==> src/inc/bridge_ctrl_pkg.sv <==
// constants and types for the dual bridge stepper control core
// assumes a 25 MHz core clock; times are converted to cycle counts here
package bridge_ctrl_pkg;

    // ------------------------------------------------------------
    // clock and timing
    // ------------------------------------------------------------
    localparam int CLK_MHZ = 25;
    localparam int DEAD_TIME_NS = 450;
    localparam int OFF_TIME_US = 23;
    localparam int FILTER_TIME_US = 1;
    localparam int RETRY_TIME_US = 1400;
    localparam int WAKE_DELAY_US = 155;
    localparam int SLEEP_ENTRY_US = 10;
    localparam int BLANK_CYCLES_DEF = 25;
    // least times round up, longest round down
    localparam int DEAD_CYC = (DEAD_TIME_NS * CLK_MHZ + 999) / 1000;
    localparam int OFF_CYC = OFF_TIME_US * CLK_MHZ;
    localparam int FILTER_CYC = FILTER_TIME_US * CLK_MHZ;
    localparam int RETRY_CYC = RETRY_TIME_US * CLK_MHZ;
    localparam int WAKE_CYC = WAKE_DELAY_US * CLK_MHZ;
    localparam int SLEEP_CYC = SLEEP_ENTRY_US * CLK_MHZ;
    localparam int CNT_W = 16;

    // ------------------------------------------------------------
    // wishbone register map (byte addresses)
    // ------------------------------------------------------------
    localparam logic [3:0] ADDR_STATUS = 4'h0;
    localparam logic [3:0] ADDR_CLEAR = 4'h4;
    localparam logic [3:0] ADDR_ENABLE = 4'h8;
    localparam logic [3:0] ADDR_STATE = 4'hc;
    localparam int EVT_W = 5;
    // event bit positions
    localparam int EVT_CHOP_A = 0;
    localparam int EVT_CHOP_B = 1;
    localparam int EVT_OC_A = 2;
    localparam int EVT_OC_B = 3;
    localparam int EVT_TEMP = 4;
    localparam logic [EVT_W-1:0] ENABLE_RST = 5'h00;

    // ------------------------------------------------------------
    // power sequencing states
    // ------------------------------------------------------------
    typedef enum logic [1:0] {
        PWR_SLEEP = 2'b00,
        PWR_WAKE = 2'b01,
        PWR_RUN = 2'b10,
        PWR_ENTER = 2'b11
    } pwr_state_t;

endpackage

==> src/core/bridge_ctrl.sv <==
// dual full-bridge stepper control core with wishbone status/interrupt regs
// assumes analog comparators and protection flags arrive asynchronously
`timescale 1ns/100ps
module bridge_ctrl
    import bridge_ctrl_pkg::*;
#(
    parameter int BLANK_CYCLES = BLANK_CYCLES_DEF,
    parameter int RETRY_CYCLES = RETRY_CYC,
    parameter int OFF_CYCLES = OFF_CYC,
    parameter int WAKE_CYCLES = WAKE_CYC
) (
    // clock and reset
    input wire logic mclk_i,
    input wire logic reset_i,
    // bridge control pins, asynchronous
    input wire logic bridge_a_ctrl_first_i,
    input wire logic bridge_a_ctrl_second_i,
    input wire logic bridge_b_ctrl_first_i,
    input wire logic bridge_b_ctrl_second_i,
    input wire logic sleep_request_low_i,
    // analog indications, asynchronous
    input wire logic [1:0] current_sense_trip_i,
    input wire logic [1:0] overcurrent_high_i,
    input wire logic [1:0] overcurrent_low_i,
    input wire logic over_temp_i,
    input wire logic supply_low_lockout_i,
    // gate drives per bridge: bit 0 first leg, bit 1 second leg
    output logic [1:0] bridge_a_high_on_o,
    output logic [1:0] bridge_a_low_on_o,
    output logic [1:0] bridge_b_high_on_o,
    output logic [1:0] bridge_b_low_on_o,
    // open-drain fault pin
    output logic fault_flag_low_o,
    output logic fault_flag_low_oe_o,
    // wishbone slave
    input wire logic wb_cyc_i,
    input wire logic wb_stb_i,
    input wire logic wb_we_i,
    input wire logic [3:0] wb_adr_i,
    input wire logic [3:0] wb_sel_i,
    input wire logic [31:0] wb_dat_i,
    output logic [31:0] wb_dat_o,
    output logic wb_ack_o,
    output logic irq_o
);

    // ------------------------------------------------------------
    // input synchronisers
    // ------------------------------------------------------------
    localparam int SYN_W = 13;
    logic [SYN_W-1:0] raw_in, sync1_q, sync2_q;
    assign raw_in = {supply_low_lockout_i, over_temp_i, overcurrent_low_i, overcurrent_high_i,
                     current_sense_trip_i, sleep_request_low_i, bridge_b_ctrl_second_i,
                     bridge_b_ctrl_first_i, bridge_a_ctrl_second_i, bridge_a_ctrl_first_i};
    // two stages before any logic looks at a pin
    always_ff @(posedge mclk_i or posedge reset_i) begin
        if (reset_i) begin
            sync1_q <= '0;
            sync2_q <= '0;
        end else begin
            sync1_q <= raw_in;
            sync2_q <= sync1_q;
        end
    end

    logic [1:0] in_first, in_second, sense_s, oc_any_s;
    logic sleep_low_s, temp_s, supply_low_lockout_s;
    assign in_first = {sync2_q[2], sync2_q[0]};
    assign in_second = {sync2_q[3], sync2_q[1]};
    assign sleep_low_s = sync2_q[4];
    assign sense_s = sync2_q[6:5];
    assign oc_any_s = sync2_q[8:7] | sync2_q[10:9];
    assign temp_s = sync2_q[11];
    assign supply_low_lockout_s = sync2_q[12];

    // ------------------------------------------------------------
    // sleep and wake sequencing
    // ------------------------------------------------------------
    pwr_state_t pwr_q;
    logic [CNT_W-1:0] pwr_cnt_q;
    // entry and wake counts both fit in 16 bits
    always_ff @(posedge mclk_i or posedge reset_i) begin
        if (reset_i) begin
            pwr_q <= PWR_SLEEP;
            pwr_cnt_q <= '0;
        end else if (supply_low_lockout_s) begin
            pwr_q <= PWR_SLEEP;
            pwr_cnt_q <= '0;
        end else begin
            unique case (pwr_q)
                PWR_SLEEP: begin
                    pwr_cnt_q <= '0;
                    if (sleep_low_s) begin
                        pwr_q <= PWR_WAKE;
                    end
                end
                PWR_WAKE: begin
                    if (!sleep_low_s) begin
                        pwr_q <= PWR_SLEEP;
                    end else if (pwr_cnt_q == CNT_W'(WAKE_CYCLES - 1)) begin
                        pwr_q <= PWR_RUN;
                        pwr_cnt_q <= '0;
                    end else begin
                        pwr_cnt_q <= pwr_cnt_q + 1'b1;
                    end
                end
                PWR_RUN: begin
                    pwr_cnt_q <= '0;
                    if (!sleep_low_s) begin
                        pwr_q <= PWR_ENTER;
                    end
                end
                PWR_ENTER: begin
                    // bridges already off; full reset follows within entry time
                    if (pwr_cnt_q == CNT_W'(SLEEP_CYC - 1)) begin
                        pwr_q <= PWR_SLEEP;
                    end else begin
                        pwr_cnt_q <= pwr_cnt_q + 1'b1;
                    end
                end
            endcase
        end
    end

    // internal logic held reset while not running
    logic run, core_clr;
    assign run = (pwr_q == PWR_RUN) && !supply_low_lockout_s;
    assign core_clr = !run;

    // ------------------------------------------------------------
    // per bridge logic
    // ------------------------------------------------------------
    logic [1:0] oc_shut;
    logic [1:0] chop_evt;
    logic [1:0] oc_evt;
    logic [1:0] high_on [2];
    logic [1:0] low_on [2];

    for (genvar b = 0; b < 2; b++) begin : g_bridge
        logic [1:0] want_high, want_low;
        logic drive_act, chop_q, shut_q;
        logic [CNT_W-1:0] off_cnt_q, blank_cnt_q, oc_cnt_q;
        logic [20:0] retry_cnt_q;
        logic [1:0] high_q, low_q, dead_q;
        logic [CNT_W-1:0] dead_cnt_q [2];

        // decode this bridge's own pair only
        always_comb begin
            want_high = 2'b00;
            want_low = 2'b00;
            drive_act = 1'b0;
            if (shut_q) begin
                want_high = 2'b00;
            end else if (chop_q) begin
                want_low = 2'b11;
            end else begin
                unique case ({in_first[b], in_second[b]})
                    2'b00: want_high = 2'b00;
                    2'b01: begin
                        want_low = 2'b01;
                        want_high = 2'b10;
                        drive_act = 1'b1;
                    end
                    2'b10: begin
                        want_high = 2'b01;
                        want_low = 2'b10;
                        drive_act = 1'b1;
                    end
                    2'b11: want_low = 2'b11;
                endcase
            end
        end

        // blanking counts from each start of drive current
        always_ff @(posedge mclk_i or posedge reset_i) begin
            if (reset_i) begin
                blank_cnt_q <= '0;
            end else if (core_clr || !drive_act) begin
                blank_cnt_q <= '0;
            end else if (blank_cnt_q != CNT_W'(BLANK_CYCLES)) begin
                blank_cnt_q <= blank_cnt_q + 1'b1;
            end
        end

        // fixed off-time slow decay after a sense trip
        always_ff @(posedge mclk_i or posedge reset_i) begin
            if (reset_i) begin
                chop_q <= 1'b0;
                off_cnt_q <= '0;
            end else if (core_clr) begin
                chop_q <= 1'b0;
                off_cnt_q <= '0;
            end else if (chop_q) begin
                if (off_cnt_q == CNT_W'(OFF_CYCLES - 1)) begin
                    chop_q <= 1'b0;
                    off_cnt_q <= '0;
                end else begin
                    off_cnt_q <= off_cnt_q + 1'b1;
                end
            end else if (drive_act && sense_s[b] && blank_cnt_q == CNT_W'(BLANK_CYCLES)) begin
                chop_q <= 1'b1;
            end
        end
        assign chop_evt[b] = !core_clr && !chop_q && drive_act && sense_s[b]
                             && blank_cnt_q == CNT_W'(BLANK_CYCLES);

        // overcurrent filter, then timed retry while it persists
        always_ff @(posedge mclk_i or posedge reset_i) begin
            if (reset_i) begin
                oc_cnt_q <= '0;
                retry_cnt_q <= '0;
                shut_q <= 1'b0;
            end else if (core_clr) begin
                oc_cnt_q <= '0;
                retry_cnt_q <= '0;
                shut_q <= 1'b0;
            end else if (shut_q) begin
                oc_cnt_q <= '0;
                if (retry_cnt_q == 21'(RETRY_CYCLES - 1)) begin
                    shut_q <= 1'b0;
                    retry_cnt_q <= '0;
                end else begin
                    retry_cnt_q <= retry_cnt_q + 1'b1;
                end
            end else if (!oc_any_s[b]) begin
                oc_cnt_q <= '0;
            end else if (oc_cnt_q == CNT_W'(FILTER_CYC)) begin
                shut_q <= 1'b1;
                oc_cnt_q <= '0;
            end else begin
                oc_cnt_q <= oc_cnt_q + 1'b1;
            end
        end
        assign oc_shut[b] = shut_q;
        assign oc_evt[b] = !core_clr && !shut_q && oc_any_s[b] && oc_cnt_q == CNT_W'(FILTER_CYC);

        // dead time per leg: a switch on waits after its partner turns off
        for (genvar l = 0; l < 2; l++) begin : g_leg
            logic go_high, go_low;
            assign go_high = want_high[l] && !temp_s;
            assign go_low = want_low[l] && !temp_s;
            always_ff @(posedge mclk_i or posedge reset_i) begin
                if (reset_i) begin
                    high_q[l] <= 1'b0;
                    low_q[l] <= 1'b0;
                    dead_q[l] <= 1'b0;
                    dead_cnt_q[l] <= '0;
                end else if (core_clr) begin
                    high_q[l] <= 1'b0;
                    low_q[l] <= 1'b0;
                    dead_q[l] <= 1'b0;
                    dead_cnt_q[l] <= '0;
                end else if ((high_q[l] && !go_high) || (low_q[l] && !go_low)) begin
                    // turn-offs are immediate; gap starts now
                    high_q[l] <= high_q[l] & go_high;
                    low_q[l] <= low_q[l] & go_low;
                    dead_q[l] <= 1'b1;
                    dead_cnt_q[l] <= '0;
                end else if (dead_q[l]) begin
                    if (dead_cnt_q[l] == CNT_W'(DEAD_CYC - 1)) begin
                        dead_q[l] <= 1'b0;
                    end else begin
                        dead_cnt_q[l] <= dead_cnt_q[l] + 1'b1;
                    end
                end else begin
                    high_q[l] <= go_high && !low_q[l];
                    low_q[l] <= go_low && !high_q[l];
                end
            end
        end
        assign high_on[b] = high_q;
        assign low_on[b] = low_q;
    end

    assign bridge_a_high_on_o = high_on[0];
    assign bridge_a_low_on_o = low_on[0];
    assign bridge_b_high_on_o = high_on[1];
    assign bridge_b_low_on_o = low_on[1];

    // ------------------------------------------------------------
    // fault pin
    // ------------------------------------------------------------
    logic fault_q;
    // undervoltage and sleep clear the shutdowns, so no report then
    always_ff @(posedge mclk_i or posedge reset_i) begin
        if (reset_i) begin
            fault_q <= 1'b0;
        end else begin
            fault_q <= run && (temp_s || |oc_shut);
        end
    end
    assign fault_flag_low_o = 1'b0;
    assign fault_flag_low_oe_o = fault_q;

    // ------------------------------------------------------------
    // event status, clear, enable and wishbone slave
    // ------------------------------------------------------------
    logic [EVT_W-1:0] status_q, enable_q, evt;
    logic temp_d1_q, wb_req, wb_wr;
    always_ff @(posedge mclk_i or posedge reset_i) begin
        if (reset_i) begin
            temp_d1_q <= 1'b0;
        end else begin
            temp_d1_q <= temp_s;
        end
    end
    assign evt = {temp_s && !temp_d1_q, oc_evt, chop_evt};
    assign wb_req = wb_cyc_i && wb_stb_i && !wb_ack_o;
    assign wb_wr = wb_req && wb_we_i && wb_sel_i[0];

    // set wins over a clear in the same cycle
    always_ff @(posedge mclk_i or posedge reset_i) begin
        if (reset_i) begin
            status_q <= '0;
        end else if (wb_wr && wb_adr_i == ADDR_CLEAR) begin
            status_q <= (status_q & ~wb_dat_i[EVT_W-1:0]) | evt;
        end else begin
            status_q <= status_q | evt;
        end
    end

    always_ff @(posedge mclk_i or posedge reset_i) begin
        if (reset_i) begin
            enable_q <= ENABLE_RST;
        end else if (wb_wr && wb_adr_i == ADDR_ENABLE) begin
            enable_q <= wb_dat_i[EVT_W-1:0];
        end
    end

    // ack on the edge after the request is seen
    always_ff @(posedge mclk_i or posedge reset_i) begin
        if (reset_i) begin
            wb_ack_o <= 1'b0;
            wb_dat_o <= '0;
        end else begin
            wb_ack_o <= wb_req;
            wb_dat_o <= '0;
            if (wb_req && !wb_we_i) begin
                unique case (wb_adr_i)
                    ADDR_STATUS: wb_dat_o <= 32'(status_q);
                    ADDR_ENABLE: wb_dat_o <= 32'(enable_q);
                    ADDR_STATE: wb_dat_o <= 32'({oc_shut, fault_q, pwr_q});
                    default: wb_dat_o <= '0;
                endcase
            end
        end
    end

    always_ff @(posedge mclk_i or posedge reset_i) begin
        if (reset_i) begin
            irq_o <= 1'b0;
        end else begin
            irq_o <= |(status_q & enable_q);
        end
    end

endmodule

==> config.mk <==
export PLATFORM = sky130hd
export DESIGN_NAME = bridge_ctrl
export DESIGN_NICKNAME = d
export VERILOG_FILES = /design/src/inc/bridge_ctrl_pkg.sv /design/src/core/bridge_ctrl.sv
export SDC_FILE = /design/constraint.sdc
export NUM_CORES = 1
export LEC_CHECK = 0
export BUFFER_PORTS_ARGS = -buffer_cell sky130_fd_sc_hd__buf_2
export CAP_MARGIN = 30
export CORE_MARGIN = 4
export CORE_UTILIZATION = 48
export DETAILED_ROUTE_END_ITERATION = 8
export GPL_TIMING_DRIVEN = 0
export PLACE_DENSITY = 0.74
export SLEW_MARGIN = 20
export SYNTH_ARGS = -nofsm -noshare
export SYNTH_HDL_FRONTEND = slang
export SYNTH_SLANG_ARGS = --single-unit
==> constraint.sdc <==
create_clock -name mclk_i -period 21 [get_ports mclk_i]
set_input_delay 3.15 -clock mclk_i [delete_from_list [all_inputs] [get_ports mclk_i]]
set_output_delay 3.15 -clock mclk_i [all_outputs]
set_load 0.02 [all_outputs]
Word level (Yosys, flattened, before mapping):

Cells that the tools add are included.

* output and inout bits: 44
* bits in read-only memories: 0
* word-level logic and storage cells: 349
* RAM bits: 0
* memories kept: 0
* flip-flop bits (word level): 308
* input port bits: 58
* latch bits: 0

* magnitude comparators: 0
* bitwise operators: 14
* multipliers: 0
* divide/modulo/power cells: 0
* add/subtract/negate cells: 13
* equality and inequality tests: 50
* reduce and logical (&&, ||, !) cells: 102
* shifts and indexed selects: 0
* mux-type cells: 131

Operators with widths (count)
* $mux W16: 38
* $add A16 B1 Y16 const B: 11
* $mux W21: 6
* $eq A16 B4 Y1 const B: 4
* $eq A16 B5 Y1 const B: 4
* $mux W1: 64
* $logic_and A1 B1 Y1: 52
* $pmux W16 S3: 1
* $add A21 B1 Y21 const B: 2
* $eq A21 B16 Y1 const B: 2
* $eq A16 B10 Y1 const B: 2
* $ne A16 B5 Y1 const B: 2
* $logic_not A1 Y1: 28
* $mux W2: 14
* $ne A3 B3 Y1 const B: 9
* $eq A16 B12 Y1 const B: 1
* $eq A16 B8 Y1 const B: 1
* $pmux W5 S3: 1
* $eq A2 B2 Y1 const B: 6
* $ne A3 B1 Y1 const B: 4
* $ne A3 B2 Y1 const B: 4
* $pmux W2 S3: 2
* $and A5 B5 Y5: 2
* $mux W5: 2
* 19 further kinds: 48

Logic depth before layout (Yosys ltp):

* depth after elaboration: 10
* gate-level depth with buffers: 9
* gate-level depth less buffers: 7

Worst setup path after synthesis:

No wires, ideal clock.

* path kind: input to register
* start point: input wb_stb_i
* end point: register enable_q[0]
* setup time: 125 ps
* required time: 20875 ps
* path slack: 16645 ps
* cell stages on the path: 4
* path buffers: 0
* arrival time: 4230 ps
* path through: and3b_1 nand4_1 nor3_1 mux2_2

* cells in the longest elaborated chain, start to end: 5

RTL lines
* start: declaration: RTL line bridge_ctrl.sv:37 `input wire logic wb_stb_i,`
* $logic_and A1 B1 Y1 (2 in series): RTL line bridge_ctrl.sv:308 `assign wb_req = wb_cyc_i && wb_stb_i && !wb_ack_o;`
* $logic_and A1 B1 Y1 (2 in series): RTL line bridge_ctrl.sv:309 `assign wb_wr = wb_req && wb_we_i && wb_sel_i[0];`
* $logic_and A1 B1 Y1: RTL line bridge_ctrl.sv:325 `end else if (wb_wr && wb_adr_i == ADDR_ENABLE) begin`
* end signal: assignment: RTL line bridge_ctrl.sv:326 `enable_q <= wb_dat_i[EVT_W-1:0];`
* end: declaration: RTL line bridge_ctrl.sv:298 `logic [EVT_W-1:0] status_q, enable_q, evt;`

No other way between the ends.
A chain may end at the register's enable or synchronous reset.

Worst setup path after layout:

* start point: register g_bridge[1].low_q[1], in the netlist bridge_b_low_on_o[1]
* end point: output bridge_b_low_on_o[1]

RTL lines
* start: declaration: RTL line bridge_ctrl.sv:144 `logic [1:0] high_q, low_q, dead_q;`
* start signal: indexed assignment: RTL line bridge_ctrl.sv:256 `low_q[l] <= low_q[l] & go_low;`
* start signal: indexed assignment: RTL line bridge_ctrl.sv:267 `low_q[l] <= go_low && !high_q[l];`
* end: declaration: RTL line bridge_ctrl.sv:31 `output logic [1:0] bridge_b_low_on_o,`

No word-level cell between the ends.

==> key figures <==
Run status
  – Result of the run: completed

GRT
  – Pin count of the biggest net entering global routing: 106
  – Number of antenna violations at the first check in global routing: 0
  – Number of global-route vias before repair: 10600
  – Total congestion overflow: 0
  – GRT Overall Usage: 18.0%
  – First-pass GRT wire length: 50.9 mm

Final layout
  – Non-Filler Cell Area, Final: 16000 µm²
  – Fill count: 2554
  – Total number of nets in the final design: 1655
  – Area added between synthesis and finish: 12.9%
  – Fin util: 55.4%
  – Inserted Diodes: 0
  – Share of cells above drive strength 1: 10.5%

Timing
  – Crit path setup slack, layout: 16.66 ns
  – Final setup violation count: 0
  – Least-Margin Pin Slew: 0.948 ns
  – Setup_tns: 0 ns
  – Final hold vios: 0
  – RSZ-0062 raised after global routing: false
  – Minimum hold slack: 0.343 ns
  – Tcrit/Tclk final: 20.6%
  – Clock Skew: 0.0113 ns
  – Highest clock frequency the design can meet: 231 MHz
  – Final critical path time including I/O delays and setup: 4.34 ns
  – Relative max-transition margin: 36.2%
  – Number of pins with negative max-slew slack in the final report: 0

Drt
  – Drt first-iter violations: 818
  – Mean number of vias per cell: 5.55
  – Antenna viol nets, final: 0
  – WL per Instance: 14.9 µm
  – Vias after detailed routing: 10900
  – TritonRoute pass-1 iters: 5
  – Detailed-route wire length: 29.3 mm
  – # DRC: 0

Clocking
  – Clock tree buffer depth: 3
  – Hold bufs inserted after CTS: 0
  – Post-cts gate resize count: 0
  – Number of CTS-inserted buffers: 30
  – Clock sinks: 281
  – Postcts setup bufs: 0
  – Clock transition at the registers of the reported paths: 0.06 ns
  – Clock insertion delay at the later pin of the skew report: 0.55 ns
  – CTS H-tree lvls: 1
  – CTS tree: built
  – Clock tree root driver cell: clkbuf_16

Die
  – Vertical die dimension: 180 µm
  – Horizontal die dimension: 180 µm
  – Area of the die: 32300 µm²
  – Core Box Area: 28900 µm²
  – Standard-cell rows: 62
  – Boundary pin count: 102
  – Initial standard-cell utilization of the core: 49.0%

Placed design
  – Number of buffer cells added on primary ports: 42
  – Total half-perimeter wirelength after legalization and detailed placement: 19.9 mm
  – Post-placement worst setup slack: 16.18 ns
  – Total cell area at the placement stage: 15000 µm²
  – Routability-driven placement congestion ratio: 0.859

Worst setup path
  – Startpoint-to-endpoint class of the critical path: flip-flop to primary output
  – Cell count along the critical path: 1
  – First element of the critical path: bridge_b_low_on_o[1]$_DFFE_PP0P_
  – Number of buffers and inverters on the critical path: 1
  – Slowest cell delay on critical path: 0.44 ns
  – Category of the worst setup path capture point: primary output
  – Req. time, crit path: 17.85 ns
  – Cell with the largest stage delay on the worst path: dfrtp_1
  – Critical path, cell by cell: buf_2
  – CP max FO: 5
  – Dominant delay contributor by cell family on the critical path: flip-flops
  – Worst EP arrival: 1.19 ns
  – Critical Path Source Type: flip-flop
  – Number of cell instances on the worst register-to-register path: 7
  – Startpoint of the worst-slack reg-to-reg timing path: pwr_q[0]$_DFFE_PP0P_

Power and ir drop
  – Max VDD drop: 0.0000592 V
  – Leakage power: 0.00657 µW
  – Power Density: 69.1 nW/µm²

Synthesis
  – Cell area after synthesis: 14100 µm²
  – Number of distinct library cells after synthesis: 75
  – Average cell area after synthesis: 9.66 µm²
  – Synth async-reset ratio: 100%
  – Number of flip-flops and latches in the synthesized netlist: 281
  – Post-Synthesis Cells: 1464
  – Main synth FF type: dfrtp_1
  – Synthesis Warnings: 0
  – Number of synthesized flops with an enable pin: 0
  – Seq/Total Area, Yosys: 49.7%

Hold path
  – Hold Path Cell Cnt: 0
  – Path category of the worst min-delay check: flip-flop to flip-flop
  – Hold path start: sync1_q[10]$_DFF_PP0_

Flow run
  – Number of maximum-capacitance violations: 0
-- registers in the layout, indices dropped and copies added (netlist names), 2 cells and up --
| name | cells |
|---|---|
| g_bridge.dead_cnt_q | 64 |
| g_bridge.retry_cnt_q | 42 |
| g_bridge.blank_cnt_q | 32 |
| g_bridge.oc_cnt_q | 32 |
| g_bridge.off_cnt_q | 32 |
| pwr_cnt_q | 16 |
| sync1_q | 13 |
| sync2_q | 13 |
| enable_q | 5 |
| status_q | 5 |
| wb_dat_o | 5 |
| g_bridge.dead_q | 4 |
| bridge_a_high_on_o | 2 |
| bridge_a_low_on_o | 2 |
| bridge_b_high_on_o | 2 |
| bridge_b_low_on_o | 2 |
| g_bridge.chop_q | 2 |
| g_bridge.shut_q | 2 |
| pwr_q | 2 |
-- area by class of cell --
class                   count  area, µm²  area share [%]
flip-flops and latches    281       7030            44.0
multi-input cells        1092       6640            41.5
clock buffers              41        863            5.40
well taps                 384        480            3.01
plain buffers              65        383            2.40
repair buffers             44        265            1.66
inverters                  53        206            1.29
clock inverters            11        113           0.705
-- layer usage --
metal	global-route usage, %	vias up	routed length [µm]	share of wire, %
met4	4.42	0	709	2.4
met3	3.11	54	1600	5.5
met2	28.5	272	13500	46
li1	-	5275	-	-
met1	26.1	5332	13500	46
met5	0	-	0	0
-- stage by stage --
| stage | power (µW) | std cells |
|---|---|---|
| global placement | 594 | 1917 |
| finish | 1100 | 1971 |
| floorplan | 584 | 1491 |
| detailed placement | 596 | 1919 |
| global route | 1150 | 1971 |
| CTS | 1120 | 1971 |
-- power breakdown --
group	internal, µW	switching [µW]
Sequential	546	3.45
Clock	309	210
Combinational	11.6	24.2
Total	867	238
-- cell usage in the layout (no fill, tap or decap), drive strengths merged, types with 17 or more instances in the layout --
cell type  netlist  final
buf             44     88
nand4           65     65
nand3           83     83
dfrtp          281    281
nand2          132    132
conb             1     28
xnor2           46     46
inv             53     53
a21oi           48     48
nor4            29     29
ha              30     30
and4            17     17
xor2           103    103
nor3            41     41
nor2           216    216
o21ai           53     53
clkbuf          21     62
and3            28     28
-- cell families (layout without fill, tap and decap cells) --
kind of cell / Yosys count / after routing / synth area share, %
adder cells (fa/ha/maj): 30 / 30 / 2.65
other: 1 / 28 / 0.0265
AND/OR/NAND/NOR: 698 / 698 / 25.4
XOR/XNOR: 149 / 149 / 9.22
buffers and inverters: 118 / 214 / 4.11
AO/OA/AOI/OAI: 168 / 168 / 7.45
multiplexers: 19 / 19 / 1.40
flip-flops: 281 / 281 / 49.7
-- synth_stat cells, types with 5 or more instances --
cell type / count / share of area, %
and2_1: 10 / 0.44
a211oi_1: 6 / 0.32
and4_1: 16 / 0.99
o31ai_1: 5 / 0.27
nor2b_1: 6 / 0.27
nand3b_1: 7 / 0.37
inv_1: 52 / 1.4
xnor2_1: 46 / 2.8
o21a_1: 7 / 0.37
nand2_1: 130 / 3.4
nand3_1: 83 / 2.9
nor2_1: 215 / 5.7
a22oi_1: 9 / 0.48
mux2_2: 6 / 0.48
nor4_1: 27 / 1.2
buf_4: 31 / 1.6
o21ai_1: 6 / 0.21
nand2b_1: 9 / 0.40
o21ai_0: 47 / 1.7
nor3_1: 40 / 1.4
dfrtp_1: 281 / 50
or3_1: 12 / 0.53
buf_2: 12 / 0.42
nand4_1: 65 / 2.9
clkbuf_1: 21 / 0.56
nor4b_1: 10 / 0.62
a22o_1: 5 / 0.31
nor4bb_1: 6 / 0.42
nor3b_1: 7 / 0.37
a31oi_1: 5 / 0.22
and3_1: 28 / 1.2
o22ai_1: 5 / 0.22
ha_1: 30 / 2.7
a21oi_1: 46 / 1.6
xor2_1: 103 / 6.4
mux2i_1: 13 / 0.92
-- worst paths after layout --
path	endpoint	slack [ns]
max	bridge_b_low_on_o[1]	16.66
min	sync2_q[10]$_DFF_PP0_	0.34
max reg2reg	g_bridge[1].oc_cnt_q[8]$_DFF_PP0_	18.62
min reg2reg	sync2_q[10]$_DFF_PP0_	0.34
max in group asynchronous	g_bridge[0].dead_cnt_q[10]$_DFFE_PP0P_	16.98
min in group asynchronous	g_bridge[1].oc_cnt_q[7]$_DFF_PP0_	2.66
(Power assumes the default switching activity.)
